--- src/acd_pkg.sv ---
// Purpose: Shared constants and helpers for the sensor front-end command decoder
// Assumes: Command and register codes are 8-bit bytes on the two-wire bus
// Notes:   Gain table returns the amplifier gain as a plain number in V/V
package acd_pkg;
  // Command codes with no parameter byte
  localparam logic [7:0] CMD_SW_RESTART = 8'h01;
  localparam logic [7:0] CMD_WAKE       = 8'h04;
  localparam logic [7:0] CMD_SLEEP      = 8'h05;
  localparam logic [7:0] CMD_CUR_MON    = 8'h08;
  localparam logic [7:0] CMD_CHAN_FIRST = 8'h10;
  localparam logic [7:0] CMD_CHAN_LAST  = 8'h1f;
  // Register offsets, one parameter byte each
  localparam logic [7:0] REG_GAIN       = 8'h06;
  localparam logic [7:0] REG_SUPPLY     = 8'h07;
  // Field layout and reset values
  localparam int         GAIN_W         = 3;
  localparam int         SUPPLY_W       = 2;
  localparam int         SUPPLY_LOW_BIT = 0;
  localparam int         SUPPLY_OFF_BIT = 1;
  localparam int         CHAN_W         = 4;
  localparam int         GAIN_VAL_W     = 10;
  localparam logic [GAIN_W-1:0]   GAIN_RST   = 3'h0;
  localparam logic [SUPPLY_W-1:0] SUPPLY_RST = 2'h0;
  localparam logic [CHAN_W-1:0]   CHAN_RST   = 4'h0;
  localparam logic [7:0]          BYTE_ZERO  = 8'h00;
  localparam logic [2:0]          BIT_LAST   = 3'h7;

  // Amplifier gain selected by each code
  function automatic logic [GAIN_VAL_W-1:0] acd_gain_of(input logic [GAIN_W-1:0] code);
    case (code)
      3'h0:    acd_gain_of = 10'h002;
      3'h1:    acd_gain_of = 10'h014;
      3'h2:    acd_gain_of = 10'h028;
      3'h3:    acd_gain_of = 10'h050;
      3'h4:    acd_gain_of = 10'h096;
      3'h5:    acd_gain_of = 10'h12c;
      3'h6:    acd_gain_of = 10'h258;
      default: acd_gain_of = 10'h2f8;
    endcase
  endfunction

  // True for one of the sixteen channel-select codes
  function automatic logic acd_is_chan(input logic [7:0] code);
    acd_is_chan = (code >= CMD_CHAN_FIRST) && (code <= CMD_CHAN_LAST);
  endfunction
endpackage
--- src/acd_byte_if.sv ---
// Purpose: Byte hand-off between the bus engine and the command decoder
// Assumes: Single clock; all signals registered by their driver
// Notes:   rx_valid and tx_load are one-cycle pulses
`timescale 1ns/1ps
interface acd_byte_if;
  logic       rx_valid;
  logic       rx_first;
  logic [7:0] rx_byte;
  logic [7:0] tx_byte;
  logic       tx_load;
  modport link (output rx_valid, output rx_first, output rx_byte, output tx_load,
                input tx_byte);
  modport dec  (input rx_valid, input rx_first, input rx_byte, input tx_load,
                output tx_byte);
endinterface

--- src/acd_command_decoder.sv ---
// Purpose: Command decoder for a sixteen-channel sensor front end on a two-wire bus
// Assumes: Bus engine delivers whole bytes; first byte of a write is the command
// Notes:   Analog side is driven by levels only; settling is outside this block
`timescale 1ns/1ps
module acd_command_decoder
  import acd_pkg::*;
#(
  parameter logic [6:0] DEV_ADDR = 7'h2a  // Arbitrary default bus address
) (
  input  wire logic                  clk,
  input  wire logic                  reset,
  input  wire logic                  scl_in,
  input  wire logic                  sda_in,
  output logic                       sda_out,
  output logic                       sda_oe,
  output logic                       analog_sleep,
  output logic [GAIN_W-1:0]          gain_code,
  output logic [GAIN_VAL_W-1:0]      gain_value,
  output logic                       supply_low_level,
  output logic                       regulator_on,
  output logic                       current_monitor_on,
  output logic [CHAN_W-1:0]          channel_sel
);
  acd_byte_if bus ();

  logic                  sleep_r, sleep_nxt;
  logic [GAIN_W-1:0]     gain_r, gain_nxt;
  logic [SUPPLY_W-1:0]   supply_r, supply_nxt;
  logic                  cur_r, cur_nxt;
  logic [CHAN_W-1:0]     chan_r, chan_nxt;
  logic [7:0]            ptr_r, ptr_nxt, tx_r, tx_nxt;
  logic                  reg_on_r, reg_on_nxt;
  logic [GAIN_VAL_W-1:0] gval_r, gval_nxt;
  logic                  cmd_seen, prm_seen, cmd_taken;
  // Reset gain value fixed at elaboration, so the reset branch loads a constant
  localparam logic [GAIN_VAL_W-1:0] GVAL_RST = acd_gain_of(GAIN_RST);

  acd_i2c_link #(
    .DEV_ADDR (DEV_ADDR)
  ) u_link (
    .clk     (clk),
    .reset   (reset),
    .scl_in  (scl_in),
    .sda_in  (sda_in),
    .sda_out (sda_out),
    .sda_oe  (sda_oe),
    .bus     (bus)
  );

  // Command byte is the first data byte of a write; later bytes are parameters
  assign cmd_seen  = bus.rx_valid & bus.rx_first;
  assign prm_seen  = bus.rx_valid & ~bus.rx_first;
  assign cmd_taken = cmd_seen & (~sleep_r | (bus.rx_byte == CMD_WAKE));

  // Decode acts on the byte-complete pulse itself, so commands need no stop
  always_comb begin
    sleep_nxt  = sleep_r;
    gain_nxt   = gain_r;
    supply_nxt = supply_r;
    cur_nxt    = cur_r;
    chan_nxt   = chan_r;
    ptr_nxt    = ptr_r;
    if (cmd_taken) begin
      ptr_nxt = bus.rx_byte;
      case (bus.rx_byte)
        CMD_SW_RESTART: begin
          sleep_nxt  = 1'b0;
          gain_nxt   = GAIN_RST;
          supply_nxt = SUPPLY_RST;
          cur_nxt    = 1'b0;
          chan_nxt   = CHAN_RST;
        end
        CMD_WAKE:    sleep_nxt = 1'b0;
        CMD_SLEEP:   sleep_nxt = 1'b1;
        CMD_CUR_MON: cur_nxt   = 1'b1;
        default: if (acd_is_chan(bus.rx_byte)) begin
          chan_nxt = bus.rx_byte[CHAN_W-1:0];
          cur_nxt  = 1'b0;
        end
      endcase
    end else if (prm_seen && !sleep_r) begin
      // Bytes land only in the register named by the last accepted command
      case (ptr_r)
        REG_GAIN:   gain_nxt   = bus.rx_byte[GAIN_W-1:0];
        REG_SUPPLY: supply_nxt = bus.rx_byte[SUPPLY_W-1:0];
        default:    ;
      endcase
    end
  end

  // Derived outputs are computed from next state so they move with it
  always_comb begin
    reg_on_nxt = ~sleep_nxt | ~supply_nxt[SUPPLY_OFF_BIT];
    gval_nxt   = acd_gain_of(gain_nxt);
    tx_nxt     = BYTE_ZERO;
    // Reads while asleep return zero, since register addresses are ignored
    if (!sleep_nxt) begin
      case (ptr_nxt)
        REG_GAIN:   tx_nxt = {{(8-GAIN_W){1'b0}}, gain_nxt};
        REG_SUPPLY: tx_nxt = {{(8-SUPPLY_W){1'b0}}, supply_nxt};
        default:    tx_nxt = BYTE_ZERO;
      endcase
    end
  end

  // Power-up: active, channel zero, current sense off, defaults everywhere
  always_ff @(posedge clk or posedge reset) begin
    if (reset) begin
      sleep_r  <= 1'b0;
      gain_r   <= GAIN_RST;
      supply_r <= SUPPLY_RST;
      cur_r    <= 1'b0;
      chan_r   <= CHAN_RST;
      ptr_r    <= BYTE_ZERO;
      tx_r     <= BYTE_ZERO;
      reg_on_r <= 1'b1;
      gval_r   <= GVAL_RST;
    end else begin
      sleep_r  <= sleep_nxt;
      gain_r   <= gain_nxt;
      supply_r <= supply_nxt;
      cur_r    <= cur_nxt;
      chan_r   <= chan_nxt;
      ptr_r    <= ptr_nxt;
      tx_r     <= tx_nxt;
      reg_on_r <= reg_on_nxt;
      gval_r   <= gval_nxt;
    end
  end

  assign bus.tx_byte        = tx_r;
  assign analog_sleep       = sleep_r;
  assign gain_code          = gain_r;
  assign gain_value         = gval_r;
  assign supply_low_level   = supply_r[SUPPLY_LOW_BIT];
  assign regulator_on       = reg_on_r;
  assign current_monitor_on = cur_r;
  assign channel_sel        = chan_r;
endmodule // acd_command_decoder

--- src/acd_i2c_link.sv ---
// Purpose: Two-wire bus slave byte engine: start/stop, address match, ack, shift
// Assumes: Bus lines are asynchronous and sampled well above the bus rate
// Notes:   Data bytes are always acknowledged; reads repeat the current tx_byte
`timescale 1ns/1ps
module acd_i2c_link
  import acd_pkg::*;
#(
  parameter logic [6:0] DEV_ADDR = 7'h2a  // Arbitrary default
) (
  input  wire logic clk,
  input  wire logic reset,
  input  wire logic scl_in,
  input  wire logic sda_in,
  output logic      sda_out,
  output logic      sda_oe,
  acd_byte_if.link  bus
);
  typedef enum logic [2:0] {L_IDLE, L_RX, L_ACK_WAIT, L_ACK, L_TX, L_TX_ACK} acd_link_t;

  logic [1:0] scl_s_r, sda_s_r;
  logic       scl_d_r, sda_d_r;
  acd_link_t  st_r, st_nxt;
  logic [2:0] cnt_r, cnt_nxt;
  logic [7:0] sh_r, sh_nxt, rxb_r, rxb_nxt;
  logic       addr_r, addr_nxt, first_r, first_nxt, read_r, read_nxt;
  logic       ack_r, ack_nxt, oe_r, oe_nxt, rxv_r, rxv_nxt, rxf_r, rxf_nxt;
  logic       txl_r, txl_nxt, nak_r, nak_nxt;
  logic       scl_rise, scl_fall, bus_start, bus_stop;

  // Two-stage synchronisers; edges only look at the second stage and its copy
  always_ff @(posedge clk or posedge reset) begin
    if (reset) begin
      scl_s_r <= 2'h3;
      sda_s_r <= 2'h3;
      scl_d_r <= 1'b1;
      sda_d_r <= 1'b1;
    end else begin
      scl_s_r <= {scl_s_r[0], scl_in};
      sda_s_r <= {sda_s_r[0], sda_in};
      scl_d_r <= scl_s_r[1];
      sda_d_r <= sda_s_r[1];
    end
  end

  assign scl_rise  = scl_s_r[1] & ~scl_d_r;
  assign scl_fall  = ~scl_s_r[1] & scl_d_r;
  assign bus_start = scl_s_r[1] & scl_d_r & sda_d_r & ~sda_s_r[1];
  assign bus_stop  = scl_s_r[1] & scl_d_r & ~sda_d_r & sda_s_r[1];

  // Bit sequencer; start and stop override any state
  always_comb begin
    st_nxt = st_r; cnt_nxt = cnt_r; sh_nxt = sh_r; rxb_nxt = rxb_r;
    addr_nxt = addr_r; first_nxt = first_r; read_nxt = read_r; ack_nxt = ack_r;
    oe_nxt = oe_r; rxf_nxt = rxf_r; nak_nxt = nak_r;
    rxv_nxt = 1'b0;
    txl_nxt = 1'b0;
    if (bus_start) begin
      st_nxt = L_RX; cnt_nxt = 3'h0; addr_nxt = 1'b1; first_nxt = 1'b1; oe_nxt = 1'b0;
    end else if (bus_stop) begin
      st_nxt = L_IDLE; oe_nxt = 1'b0;
    end else begin
      case (st_r)
        L_RX: if (scl_rise) begin
          sh_nxt  = {sh_r[6:0], sda_s_r[1]};
          cnt_nxt = cnt_r + 3'h1;
          if (cnt_r == BIT_LAST) begin
            st_nxt = L_ACK_WAIT;
            if (addr_r) begin
              ack_nxt  = (sh_r[6:0] == DEV_ADDR);
              read_nxt = sda_s_r[1];
            end else begin
              ack_nxt   = 1'b1;
              rxv_nxt   = 1'b1;
              rxb_nxt   = {sh_r[6:0], sda_s_r[1]};
              rxf_nxt   = first_r;
              first_nxt = 1'b0;
            end
          end
        end
        L_ACK_WAIT: if (scl_fall) begin
          oe_nxt = ack_r;                 // Pull low to acknowledge
          st_nxt = ack_r ? L_ACK : L_IDLE;
        end
        L_ACK, L_TX_ACK: if (st_r == L_TX_ACK && scl_rise) begin
          nak_nxt = sda_s_r[1];
        end else if (scl_fall) begin
          addr_nxt = 1'b0;
          cnt_nxt  = 3'h0;
          if (st_r == L_TX_ACK && nak_r) begin
            st_nxt = L_IDLE;
            oe_nxt = 1'b0;
          end else if (read_r) begin
            sh_nxt  = bus.tx_byte;
            txl_nxt = 1'b1;
            oe_nxt  = ~bus.tx_byte[7];
            st_nxt  = L_TX;
          end else begin
            oe_nxt = 1'b0;
            st_nxt = L_RX;
          end
        end
        L_TX: if (scl_fall) begin
          cnt_nxt = cnt_r + 3'h1;
          sh_nxt  = {sh_r[6:0], 1'b0};
          oe_nxt  = (cnt_r == BIT_LAST) ? 1'b0 : ~sh_r[6];
          nak_nxt = 1'b0;
          if (cnt_r == BIT_LAST) st_nxt = L_TX_ACK;
        end
        default: st_nxt = L_IDLE;
      endcase
    end
  end

  always_ff @(posedge clk or posedge reset) begin
    if (reset) begin
      st_r <= L_IDLE; cnt_r <= 3'h0; sh_r <= BYTE_ZERO; rxb_r <= BYTE_ZERO;
      addr_r <= 1'b0; first_r <= 1'b0; read_r <= 1'b0; ack_r <= 1'b0;
      oe_r <= 1'b0; rxv_r <= 1'b0; rxf_r <= 1'b0; txl_r <= 1'b0; nak_r <= 1'b0;
      sda_out <= 1'b0;
    end else begin
      st_r <= st_nxt; cnt_r <= cnt_nxt; sh_r <= sh_nxt; rxb_r <= rxb_nxt;
      addr_r <= addr_nxt; first_r <= first_nxt; read_r <= read_nxt; ack_r <= ack_nxt;
      oe_r <= oe_nxt; rxv_r <= rxv_nxt; rxf_r <= rxf_nxt; txl_r <= txl_nxt;
      nak_r <= nak_nxt;
      sda_out <= 1'b0;                    // Open drain: only ever pulls low
    end
  end

  assign sda_oe       = oe_r;
  assign bus.rx_valid = rxv_r;
  assign bus.rx_first = rxf_r;
  assign bus.rx_byte  = rxb_r;
  assign bus.tx_load  = txl_r;
endmodule // acd_i2c_link

--- config.mk ---
export PLATFORM = sky130hd
export DESIGN_NAME = acd_command_decoder
export DESIGN_NICKNAME = d
export VERILOG_FILES = /design/src/acd_pkg.sv /design/src/acd_byte_if.sv /design/src/acd_command_decoder.sv /design/src/acd_i2c_link.sv
export SDC_FILE = /design/constraint.sdc
export NUM_CORES = 1
export LEC_CHECK = 0
export ABC_AREA = 1
export BUFFER_PORTS_ARGS = -buffer_cell sky130_fd_sc_hd__buf_2
export CORE_MARGIN = 2
export CORE_UTILIZATION = 40
export DETAILED_ROUTE_END_ITERATION = 7
export HOLD_SLACK_MARGIN = 0.06
export SLEW_MARGIN = 0
export SYNTH_ARGS = -nofsm -noshare
export SYNTH_HDL_FRONTEND = slang
export SYNTH_SLANG_ARGS = --single-unit
--- constraint.sdc ---
create_clock -name clk -period 2.2 [get_ports clk]
set_input_delay 0 -clock clk [delete_from_list [all_inputs] [get_ports clk]]
set_output_delay 0 -clock clk [all_outputs]
set_load 0.01 [all_outputs]
==> results of run 1 <==
[final cells by class]
type,count,area [µm²],area share
Clock buffer,10,128,0.0338
Clock inverter,6,90.1,0.0239
Inverter,66,248,0.0656
Multi-Input combinational cell,241,1310,0.348
Sequential cell,67,1690,0.447
Tap cell,105,131,0.0348
Timing Repair Buffer,29,178,0.0471
[kinds of logic (layout without fill, tap and decap cells)]
logic type,Yosys count,in the layout,synth area share
AOI/OAI and AO/OA,51,51,0.0902
other,1,2,0.00114
adders and majority gates,2,2,0.00758
DFF,67,67,0.511
buffers and inverters,73,111,0.0928
and+or+nand+nor,186,186,0.297
[layer usage]
layer,share of wire,GRT usage
met2,0.46,0.255
met1,0.48,0.227
met3,0.041,0.0311
met4,0.024,0.0894
met5,0,0
[worst max path at each step]
| stage | from | to | slack, ns | cells after the start |
|---|---|---|---|---|
| 6_report | u_link.sda_s_r[1]$_DFF_PP1_ | u_link.sh_r[6]$_DFFE_PP0P_ | 0.26 | 8 |
| 5_1_grt | u_link.sda_s_r[1]$_DFF_PP1_ | u_link.sh_r[6]$_DFFE_PP0P_ | 0.08 | 8 |
| 4_1_cts | u_link.sda_s_r[1]$_DFF_PP1_ | u_link.sh_r[6]$_DFFE_PP0P_ | 0.26 | 8 |
| 3_5_place_dp | u_link.sda_s_r[1]$_DFF_PP1_ | u_link.sh_r[4]$_DFFE_PP0P_ | 0.31 | 8 |
| 2_1_floorplan | reset | analog_sleep$_DFF_PP0_ | 0.53 | 1 |
| 3_3_place_gp | u_link.bus.rx_byte[0]$_DFFE_PP0P_ | gain_value[4]$_DFF_PP0_ | 0.34 | 12 |
[placed cells by master (no fill, tap or decap), types with 9 or more instances in the layout]
cell type,n
nand2_2,12
o21ai_0,19
inv_2,19
nor2_1,24
clkbuf_8,9
a21oi_1,9
o21ai_1,11
buf_2,24
nand3_1,38
dfrtp_1,59
inv_1,46
nand2_1,78
[registers in the layout (all words and copies together), names as in the netlist, 2 cells and up]
name	count
bus.tx_byte	3
channel_sel	4
gain_code	3
gain_value	9
ptr_r	8
supply_r	2
u_link.bus.rx_byte	8
u_link.cnt_r	3
u_link.scl_s_r	2
u_link.sda_s_r	2
u_link.sh_r	7
u_link.st_r	3
[worst max-delay path, stage by stage, from the launching register on]
cell	delay, ns
dfstp_2	0.56
inv_1	0.08
nand3_2	0.14
nand2_1	0.14
nor2_2	0.18
nand3b_4	0.10
nor3_4	0.42
nand3_1	0.14
o21ai_1	0.10
[where the power goes]
part | total, W | internal, W | switching (W)
clock network | 0.00113 | 0.000640 | 0.000485
registers | 0.00141 | 0.00133 | 0.0000829
logic | 0.000217 | 0.0000883 | 0.000129
[stage by stage]
| stage | worst slack [ns] | power (W) |
|---|---|---|
| final | 0.259 | 0.00276 |
| after global routing | 0.0767 | 0.00291 |
| after CTS | 0.265 | 0.00280 |
| after detailed placement | 0.308 | 0.00165 |
| after global placement | 0.340 | 0.00164 |
| after floorplan | 0.530 | 0.00159 |
[repair_timing]
action                                 4_1_cts  5_1_grt
endpoints found under the hold margin       69        0
setup buffers                                0        0
hold buffers                                 3        0
==> results.sh, run 1 <==
export IMPL_antenna_found_initial=0
export IMPL_netlist_instances=380
export IMPL_start_util=0.408
export IMPL_start_kind="flip-flop"
export IMPL_post_route_period_util=0.882
export IMPL_synth_top_area_share=0.447
export IMPL_synth_warnings=0
export IMPL_ys_top_cells_by_area="dfrtp_1 (45%), nand2_1 (8.9%), dfstp_2 (6.4%), nand3_1 (5.8%), inv_1 (5.3%)"
export IMPL_fillers=819
export IMPL_drc=0
export IMPL_area_growth_pct=14.3
export IMPL_utilization=0.466
export IMPL_dieArea_mm2=0.00900
export IMPL_placed_area_mm2=0.00353
export IMPL_critPathMaxFanout=14
export IMPL_wl_per_cell_um=12.8
export IMPL_worst_ep_required_time_ns=2.47
export IMPL_crit_reg2reg_capture="u_link.sh_r[6]$_DFFE_PP0P_"
export IMPL_synth_async_reset_ratio=1.00
export IMPL_power_density_mw_per_mm2=730
export IMPL_holdWs_ns=0.273
export IMPL_synth_commonest_cells="nand2_1 (78), dfrtp_1 (59), inv_1 (47)"
export IMPL_max_clock_freq_ghz=0.515
export IMPL_min_path_type="input port to asynchronous set/reset pin"
export IMPL_grt_pass1_vias=2465
export IMPL_r2r_worst_path_cells=8
export IMPL_cts_buffers_inserted=9
export IMPL_yosysUniqueCellTypes=43
export IMPL_first_iter_violations=139
export IMPL_place_hpwl_mm=4.79
export IMPL_die_w_um=94.9
export IMPL_outcome="finished, final reports clean"
export IMPL_ys_seq_area_frac=0.511
export IMPL_ys_seq_elements=67
export IMPL_rsz0062_at_grt="false"
export IMPL_peakVddDrop_uv=304
export IMPL_gp_congestion=0.864
export IMPL_wirelength_mm=6.72
export IMPL_die_h_um=94.9
export IMPL_core_mm2=0.00809
export IMPL_setup_violations=0
export IMPL_dpl_cell_count=505
export IMPL_worst_setup_path_type="flip-flop to flip-flop"
export IMPL_clkTransAtPathRegs_ns=0.07
export IMPL_cts_buffer_depth=2
export IMPL_power_leakage_nw=1.94
export IMPL_syn_avg_cell_area_um2=8.69
export IMPL_final_area_mm2=0.00377
export IMPL_period_needed_ns=1.94
export IMPL_clock_sinks=67
export IMPL_drv_cap=0
export IMPL_arrival_ns=2.21
export IMPL_port_buffers=24
export IMPL_timing_slew_headroom=0.648
export IMPL_crit_reg2reg_launch="u_link.sda_s_r[1]$_DFF_PP1_"
export IMPL_synth_most_common_cell="nand2_1"
export IMPL_yosys_most_used_dff="dfrtp_1"
export IMPL_fin_cells=524
export IMPL_cts_tree="built"
export IMPL_grt_ovfl_total=0
export IMPL_grt_use_total=0.168
export IMPL_clkLatencyLatePin_ns=0.35
export IMPL_synth_edf_count=0
export IMPL_via_per_inst=4.77
export IMPL_firstDrtPassIters=4
export IMPL_synth_area_leader_cell="dfrtp_1"
export IMPL_netlist_area_mm2=0.00330
export IMPL_fin_skew_ns=0.0159
export IMPL_drv_slew=0
export IMPL_drt_antenna_violating_nets=0
export IMPL_worst_r2r_setup_slack_ns=0.26
export IMPL_worstMarginPinSlew_ns=0.526
export IMPL_cts_root_buf="clkbuf_8"
export IMPL_grt_max_degree=68
export IMPL_hold_violations=0
export IMPL_grt_pass1_wl_mm=11.5
export IMPL_layout_nets=420
export IMPL_ctsHtreeMaxLevel=3
export IMPL_io_pins=27
export IMPL_cts_repair_resize_count=0
export IMPL_placementRows=33
export IMPL_num_vias=2499
export IMPL_antenna_cells=0
export IMPL_drive_gt1_frac=0.263
export IMPL_tns_ns=0
export IMPL_worstSetupEndpointType="flip-flop"
(Power assumes the default switching activity.)
==> inputs of run 2 (changes only) <==
--- a/config.mk
+++ b/config.mk
@@ -8,9 +8,9 @@
 export ABC_AREA = 1
 export BUFFER_PORTS_ARGS = -buffer_cell sky130_fd_sc_hd__buf_2
 export CORE_MARGIN = 2
-export CORE_UTILIZATION = 40
+export CORE_UTILIZATION = 59
 export DETAILED_ROUTE_END_ITERATION = 7
-export HOLD_SLACK_MARGIN = 0.06
+export PLACE_DENSITY = 0.79
 export SLEW_MARGIN = 0
 export SYNTH_ARGS = -nofsm -noshare
 export SYNTH_HDL_FRONTEND = slang
==> run 2 against run 1 <==
- worst hold slack better by 0.020 ns
- sequential power about the same
- total power down 3.7%
- sequential share of layout area up 0.83 points
- critical path depth up 4
- clock-buffer cell count unchanged
- wire length down 4.5%
- cell area down 1.8%
- register-to-register slack better by 0.04 ns
- highest routed layer unchanged
==> results.sh, run 2 (synthesized netlist as in run 1, its figures left out) <==
export IMPL_outcome="finished, final reports clean"
export IMPL_power_leakage_nw=1.92
export IMPL_mostFrequentLayoutCells="nand2_1 (78), dfrtp_1 (59), inv_1 (46)"
export IMPL_clock_sinks=67
export IMPL_antenna_found_initial=0
export IMPL_die_w_um=78.8
export IMPL_fin_skew_ns=0.00884
export IMPL_layout_nets=420
export IMPL_largest_reg_flops=9
export IMPL_hold_violations=0
export IMPL_drv_cap=0
export IMPL_grt_use_total=0.228
export IMPL_utilization=0.681
export IMPL_first_iter_violations=159
export IMPL_grt_ovfl_total=0
export IMPL_cts_buffer_depth=2
export IMPL_worst_ep_required_time_ns=2.45
export IMPL_power_density_mw_per_mm2=716
export IMPL_drv_slew=0
export IMPL_area_growth_pct=12.2
export IMPL_worstSetupEndpointType="flip-flop"
export IMPL_port_buffers=24
export IMPL_critPathMaxFanout=17
export IMPL_cts_buffers_inserted=9
export IMPL_grt_pass1_wl_mm=10.9
export IMPL_tns_ns=0
export IMPL_start_util=0.607
export IMPL_dieArea_mm2=0.00621
export IMPL_min_path_type="input port to flip-flop"
export IMPL_wirelength_mm=6.42
export IMPL_post_route_period_util=0.862
export IMPL_drt_antenna_violating_nets=0
export IMPL_fillers=438
export IMPL_core_mm2=0.00544
export IMPL_clkLatencyLatePin_ns=0.35
export IMPL_grt_pass1_vias=2436
export IMPL_start_kind="flip-flop"
export IMPL_io_pins=27
export IMPL_placementRows=27
export IMPL_place_hpwl_mm=4.74
export IMPL_firstDrtPassIters=4
export IMPL_clkTransAtPathRegs_ns=0.07
export IMPL_ff_latch_area_mm2=0.00169
export IMPL_timing_slew_headroom=0.478
export IMPL_worst_setup_path_type="flip-flop to flip-flop"
export IMPL_postCtsSetupBuffers=0
export IMPL_setup_violations=0
export IMPL_peakVddDrop_uv=574
export IMPL_period_needed_ns=1.90
export IMPL_via_per_inst=5.23
export IMPL_layout_commonest_cell="nand2_1"
export IMPL_arrival_ns=2.14
export IMPL_cts_root_buf="clkbuf_8"
export IMPL_drive_gt1_frac=0.265
export IMPL_rsz0062_at_grt="false"
export IMPL_ctsHtreeMaxLevel=3
export IMPL_worstMarginPinSlew_ns=0.783
export IMPL_wl_per_cell_um=13.1
export IMPL_grt_max_degree=68
export IMPL_gp_congestion=0.884
export IMPL_num_vias=2566
export IMPL_max_clock_freq_ghz=0.527
export IMPL_drc=0
export IMPL_multi_input_area_mm2=0.00131
export IMPL_antenna_cells=0
export IMPL_cts_tree="built"
export IMPL_die_h_um=78.8
run 2: path summary, 6_finish.rpt:
| check | start | cells after the start | end | slack (ns) |
|---|---|---|---|---|
| worst max-delay path | u_link.bus.rx_byte[1]$_DFFE_PP0P_ | 12 | gain_value[4]$_DFF_PP0_ | 0.30 |
| worst min-delay path | scl_in | 2 | u_link.scl_s_r[0]$_DFF_PP1_ | 0.29 |
| worst max register to register | u_link.bus.rx_byte[1]$_DFFE_PP0P_ | 12 | gain_value[4]$_DFF_PP0_ | 0.30 |
| worst min register to register | u_link.sda_s_r[0]$_DFF_PP1_ | 0 | u_link.sda_s_r[1]$_DFF_PP1_ | 0.36 |
| max in group asynchronous | reset | 4 | u_link.sh_r[5]$_DFFE_PP0P_ | 1.25 |
| min in group asynchronous | reset | 4 | ptr_r[3]$_DFF_PP0_ | 0.43 |
run 2: final cells by class:
class / count / area share
sequential: 67 / 0.455
multi-input combinational: 241 / 0.354
inverter: 66 / 0.0669
timing repair buffer: 29 / 0.0446
clock buffer: 10 / 0.0371
tap: 72 / 0.0243
clock inverter: 6 / 0.0176
run 2: critical path, stage by stage, from the launching register on:
cell     delay [ns]
dfrtp_1        0.46
inv_2          0.13
nand2_2        0.08
nor2_4         0.12
nand2_4        0.08
nand2_8        0.11
nand2_8        0.12
nor2_2         0.13
inv_2          0.06
o21ai_4        0.24
nand3_1        0.14
nand2_1        0.09
inv_1          0.04
run 2: layer usage:
metal | routed length [µm] | track usage
met1 | 2720 | 0.290
met2 | 3180 | 0.376
met3 | 363 | 0.0443
met4 | 156 | 0.114
met5 | 0 | 0
run 2: power breakdown:
part	total, W	internal, W	switching [W]
logic	0.000211	0.0000855	0.000126
clock network	0.00103	0.000551	0.000480
registers	0.00141	0.00133	0.0000814
run 2: timing repair:
item,4_1_cts,5_1_grt
gates resized for setup,0,0
hold endpoints to repair,61,0
hold buffers,3,0
run 2: through the flow:
stage | std cells | worst slack [ns] | power (W) | hold WS, ns | instance area [µm²]
floorplan | 381 | 0.530 | 0.00159 | 0.00448 | 3310
global placement | 472 | 0.411 | 0.00163 | 0.106 | 3470
detailed placement | 472 | 0.323 | 0.00165 | 0.107 | 3470
CTS | 491 | 0.316 | 0.00267 | 0.279 | 3700
global route | 491 | 0.0693 | 0.00278 | 0.289 | 3700
finish | 491 | 0.304 | 0.00265 | 0.292 | 3700
==> inputs of run 3 (changes only) <==
--- a/config.mk
+++ b/config.mk
@@ -5,11 +5,11 @@
 export SDC_FILE = /design/constraint.sdc
 export NUM_CORES = 1
 export LEC_CHECK = 0
-export ABC_AREA = 1
 export BUFFER_PORTS_ARGS = -buffer_cell sky130_fd_sc_hd__buf_2
 export CORE_MARGIN = 2
 export CORE_UTILIZATION = 59
 export DETAILED_ROUTE_END_ITERATION = 7
+export MAX_ROUTING_LAYER = met4
 export PLACE_DENSITY = 0.79
 export SLEW_MARGIN = 0
 export SYNTH_ARGS = -nofsm -noshare
==> run 3 against run 2 <==
- worst setup slack got worse by 0.29 ns
- highest routed layer unchanged
- global-route usage rose by 2.9 points
- final cell count fell by 16%
- register-to-register slack got worse by 0.29 ns
- sequential power rose by 6%
- synthesized area fell by 2.8%
- clock power rose by 22%
==> results.sh, run 3 <==
export IMPL_outcome="finished, final reports clean"
export IMPL_clkTransAtPathRegs_ns=0.07
export IMPL_ctsHtreeMaxLevel=3
export IMPL_netlist_area_mm2=0.00321
export IMPL_rsz0062_at_grt="true"
export IMPL_wl_per_cell_um=16.5
export IMPL_port_buffers=24
export IMPL_drv_slew=0
export IMPL_hold_violations=0
export IMPL_drv_cap=0
export IMPL_synth_async_reset_ratio=1.00
export IMPL_place_hpwl_mm=4.76
export IMPL_post_route_period_util=0.994
export IMPL_drive_gt1_frac=0.344
export IMPL_io_pins=27
export IMPL_die_h_um=77.7
export IMPL_syn_avg_cell_area_um2=11.0
export IMPL_cts_root_buf="clkbuf_8"
export IMPL_clock_sinks=67
export IMPL_synth_most_common_cell="dfrtp_1"
export IMPL_synth_commonest_cells="dfrtp_1 (59), mux2_2 (26), nand2_1 (24)"
export IMPL_drc=0
export IMPL_critPathMaxFanout=10
export IMPL_tns_ns=0
export IMPL_cts_buffer_depth=2
export IMPL_synth_area_leader_cell="dfrtp_1"
export IMPL_dieArea_mm2=0.00604
export IMPL_yosysUniqueCellTypes=62
export IMPL_layout_commonest_cell="dfrtp_1"
export IMPL_ys_seq_elements=67
export IMPL_period_needed_ns=2.19
export IMPL_fillers=342
export IMPL_finalWorstSetupSlack_ns=0.0139
export IMPL_synth_top_area_share=0.460
export IMPL_cts_tree="built"
export IMPL_die_w_um=77.7
export IMPL_mostFrequentLayoutCells="dfrtp_1 (59), mux2_2 (26), nand2_1 (24), buf_2 (24), buf_4 (21)"
export IMPL_antenna_found_initial=0
export IMPL_worstSetupEndpointType="flip-flop"
export IMPL_utilization=0.746
export IMPL_netlist_instances=291
export IMPL_pre_cts_ws_ns=0.0341
export IMPL_worstMarginPinSlew_ns=0.778
export IMPL_yosys_most_used_dff="dfrtp_1"
export IMPL_synth_edf_count=0
export IMPL_antenna_cells=0
export IMPL_worst_ep_required_time_ns=2.46
export IMPL_ys_seq_area_frac=0.526
export IMPL_power_leakage_nw=1.85
export IMPL_timing_slew_headroom=0.481
export IMPL_peakVddDrop_uv=591
export IMPL_final_area_mm2=0.00386
export IMPL_power_density_mw_per_mm2=846
export IMPL_start_kind="flip-flop"
export IMPL_ys_top_cells_by_area="dfrtp_1 (46%), mux2_2 (9.1%), dfstp_2 (6.6%), a21oi_1 (3.0%), mux2i_1 (2.8%)"
export IMPL_drt_antenna_violating_nets=0
export IMPL_num_vias=2458
export IMPL_fin_skew_ns=0.00737
export IMPL_placed_area_mm2=0.00353
export IMPL_start_util=0.620
export IMPL_synth_warnings=0
export IMPL_grt_use_total=0.257
export IMPL_arrival_ns=2.45
export IMPL_clkLatencyLatePin_ns=0.35
export IMPL_area_growth_pct=20.3
export IMPL_core_mm2=0.00517
export IMPL_worst_setup_path_type="flip-flop to flip-flop"
export IMPL_placementRows=26
export IMPL_max_clock_freq_ghz=0.457
export IMPL_gp_congestion=0.900
export IMPL_cts_buffers_inserted=9
export IMPL_firstDrtPassIters=4
export IMPL_setup_violations=0
export IMPL_grt_ovfl_total=0
export IMPL_wirelength_mm=6.80
export IMPL_grt_pass1_vias=2327
export IMPL_via_per_inst=5.95
export IMPL_layout_nets=344
export IMPL_min_path_type="input port to flip-flop"
export IMPL_largest_reg_flops=9
export IMPL_grt_max_degree=38
export IMPL_grt_pass1_wl_mm=11.6
export IMPL_first_iter_violations=238
-- run 3: changes by cell type in the layout (fill, tap and decap cells not counted), moves of 9 or more --
cell,previous run,this run
a21oi_1,9,19
buf_4,2,21
inv_1,46,11
inv_2,19,2
mux2_2,0,26
mux2i_1,0,9
nand2_1,78,24
nand2_2,12,1
nand3_1,38,6
nor2_1,24,13
o21ai_1,11,0
-- run 3: cells by family (layout without fill, tap and decap cells) --
group,count (synthesis),after routing,synth area share
other,1,2,0.00117
XOR/XNOR,2,2,0.00546
multiplexers,36,36,0.124
flip-flops,67,67,0.526
buffers and inverters,29,80,0.0402
AND/OR/NAND/NOR,100,100,0.183
AO/OA/AOI/OAI,54,54,0.112
adder cells (fa/ha/maj),2,2,0.00780
-- run 3: path summary, 6_finish.rpt --
kind / slack [ns] / cells after the start / endpoint / from
max: 0.01 / 6 / gain_value[4]$_DFF_PP0_ / ptr_r[4]$_DFF_PP0_
min: 0.29 / 2 / u_link.sda_s_r[0]$_DFF_PP1_ / sda_in
max reg2reg: 0.01 / 6 / gain_value[4]$_DFF_PP0_ / ptr_r[4]$_DFF_PP0_
min reg2reg: 0.36 / 0 / u_link.sda_s_r[1]$_DFF_PP1_ / u_link.sda_s_r[0]$_DFF_PP1_
max in group asynchronous: 1.23 / 4 / channel_sel[3]$_DFFE_PP0P_ / reset
min in group asynchronous: 0.34 / 3 / u_link.nak_r$_DFFE_PP0P_ / reset
-- run 3: metal layers --
| metal | GRT usage | part of all wire | up-vias |
|---|---|---|---|
| li1 | - | - | 1142 |
| met1 | 0.377 | 0.48 | 1225 |
| met2 | 0.355 | 0.45 | 79 |
| met3 | 0.0384 | 0.046 | 12 |
| met4 | 0.118 | 0.023 | 0 |
| met5 | - | 0 | - |
-- run 3: layout make-up --
type | instances | area, µm² | area share
Clock buffer | 9 | 124 | 0.0321
Tap cell | 70 | 87.6 | 0.0227
Clock inverter | 7 | 124 | 0.0321
Timing Repair Buffer | 51 | 359 | 0.0931
Inverter | 13 | 48.8 | 0.0126
Multi-Input combinational cell | 196 | 1430 | 0.370
Sequential cell | 67 | 1690 | 0.437
-- run 3: critical path: stages, from the launching register on --
cell and delay [ns]:
dfrtp_1 0.42, or3_1 0.39, or4_4 0.58, o211ai_1 0.15, o211a_1 0.22, buf_12 0.14, mux2i_1 0.21
-- run 3: repair_timing --
item	CTS	global route
endpoints found under the hold margin	30	0
resized for setup	0	7
endpoints found under the setup margin	0	15
hold buffers	3	0
setup buffers	0	2
-- run 3: through the flow --
step / hold WS (ns) / instances / total power (W)
2_1_floorplan: 0.00448 / 292 / 0.00185
3_3_place_gp: 0.105 / 392 / 0.00198
3_5_place_dp: 0.106 / 392 / 0.00202
4_1_cts: 0.285 / 411 / 0.00327
5_1_grt: 0.300 / 413 / 0.00343
6_report: 0.293 / 413 / 0.00327
-- run 3: power by group --
group | switching [W] | internal [W]
clock network | 0.000496 | 0.000760
registers | 0.000122 | 0.00136
logic | 0.000277 | 0.000248
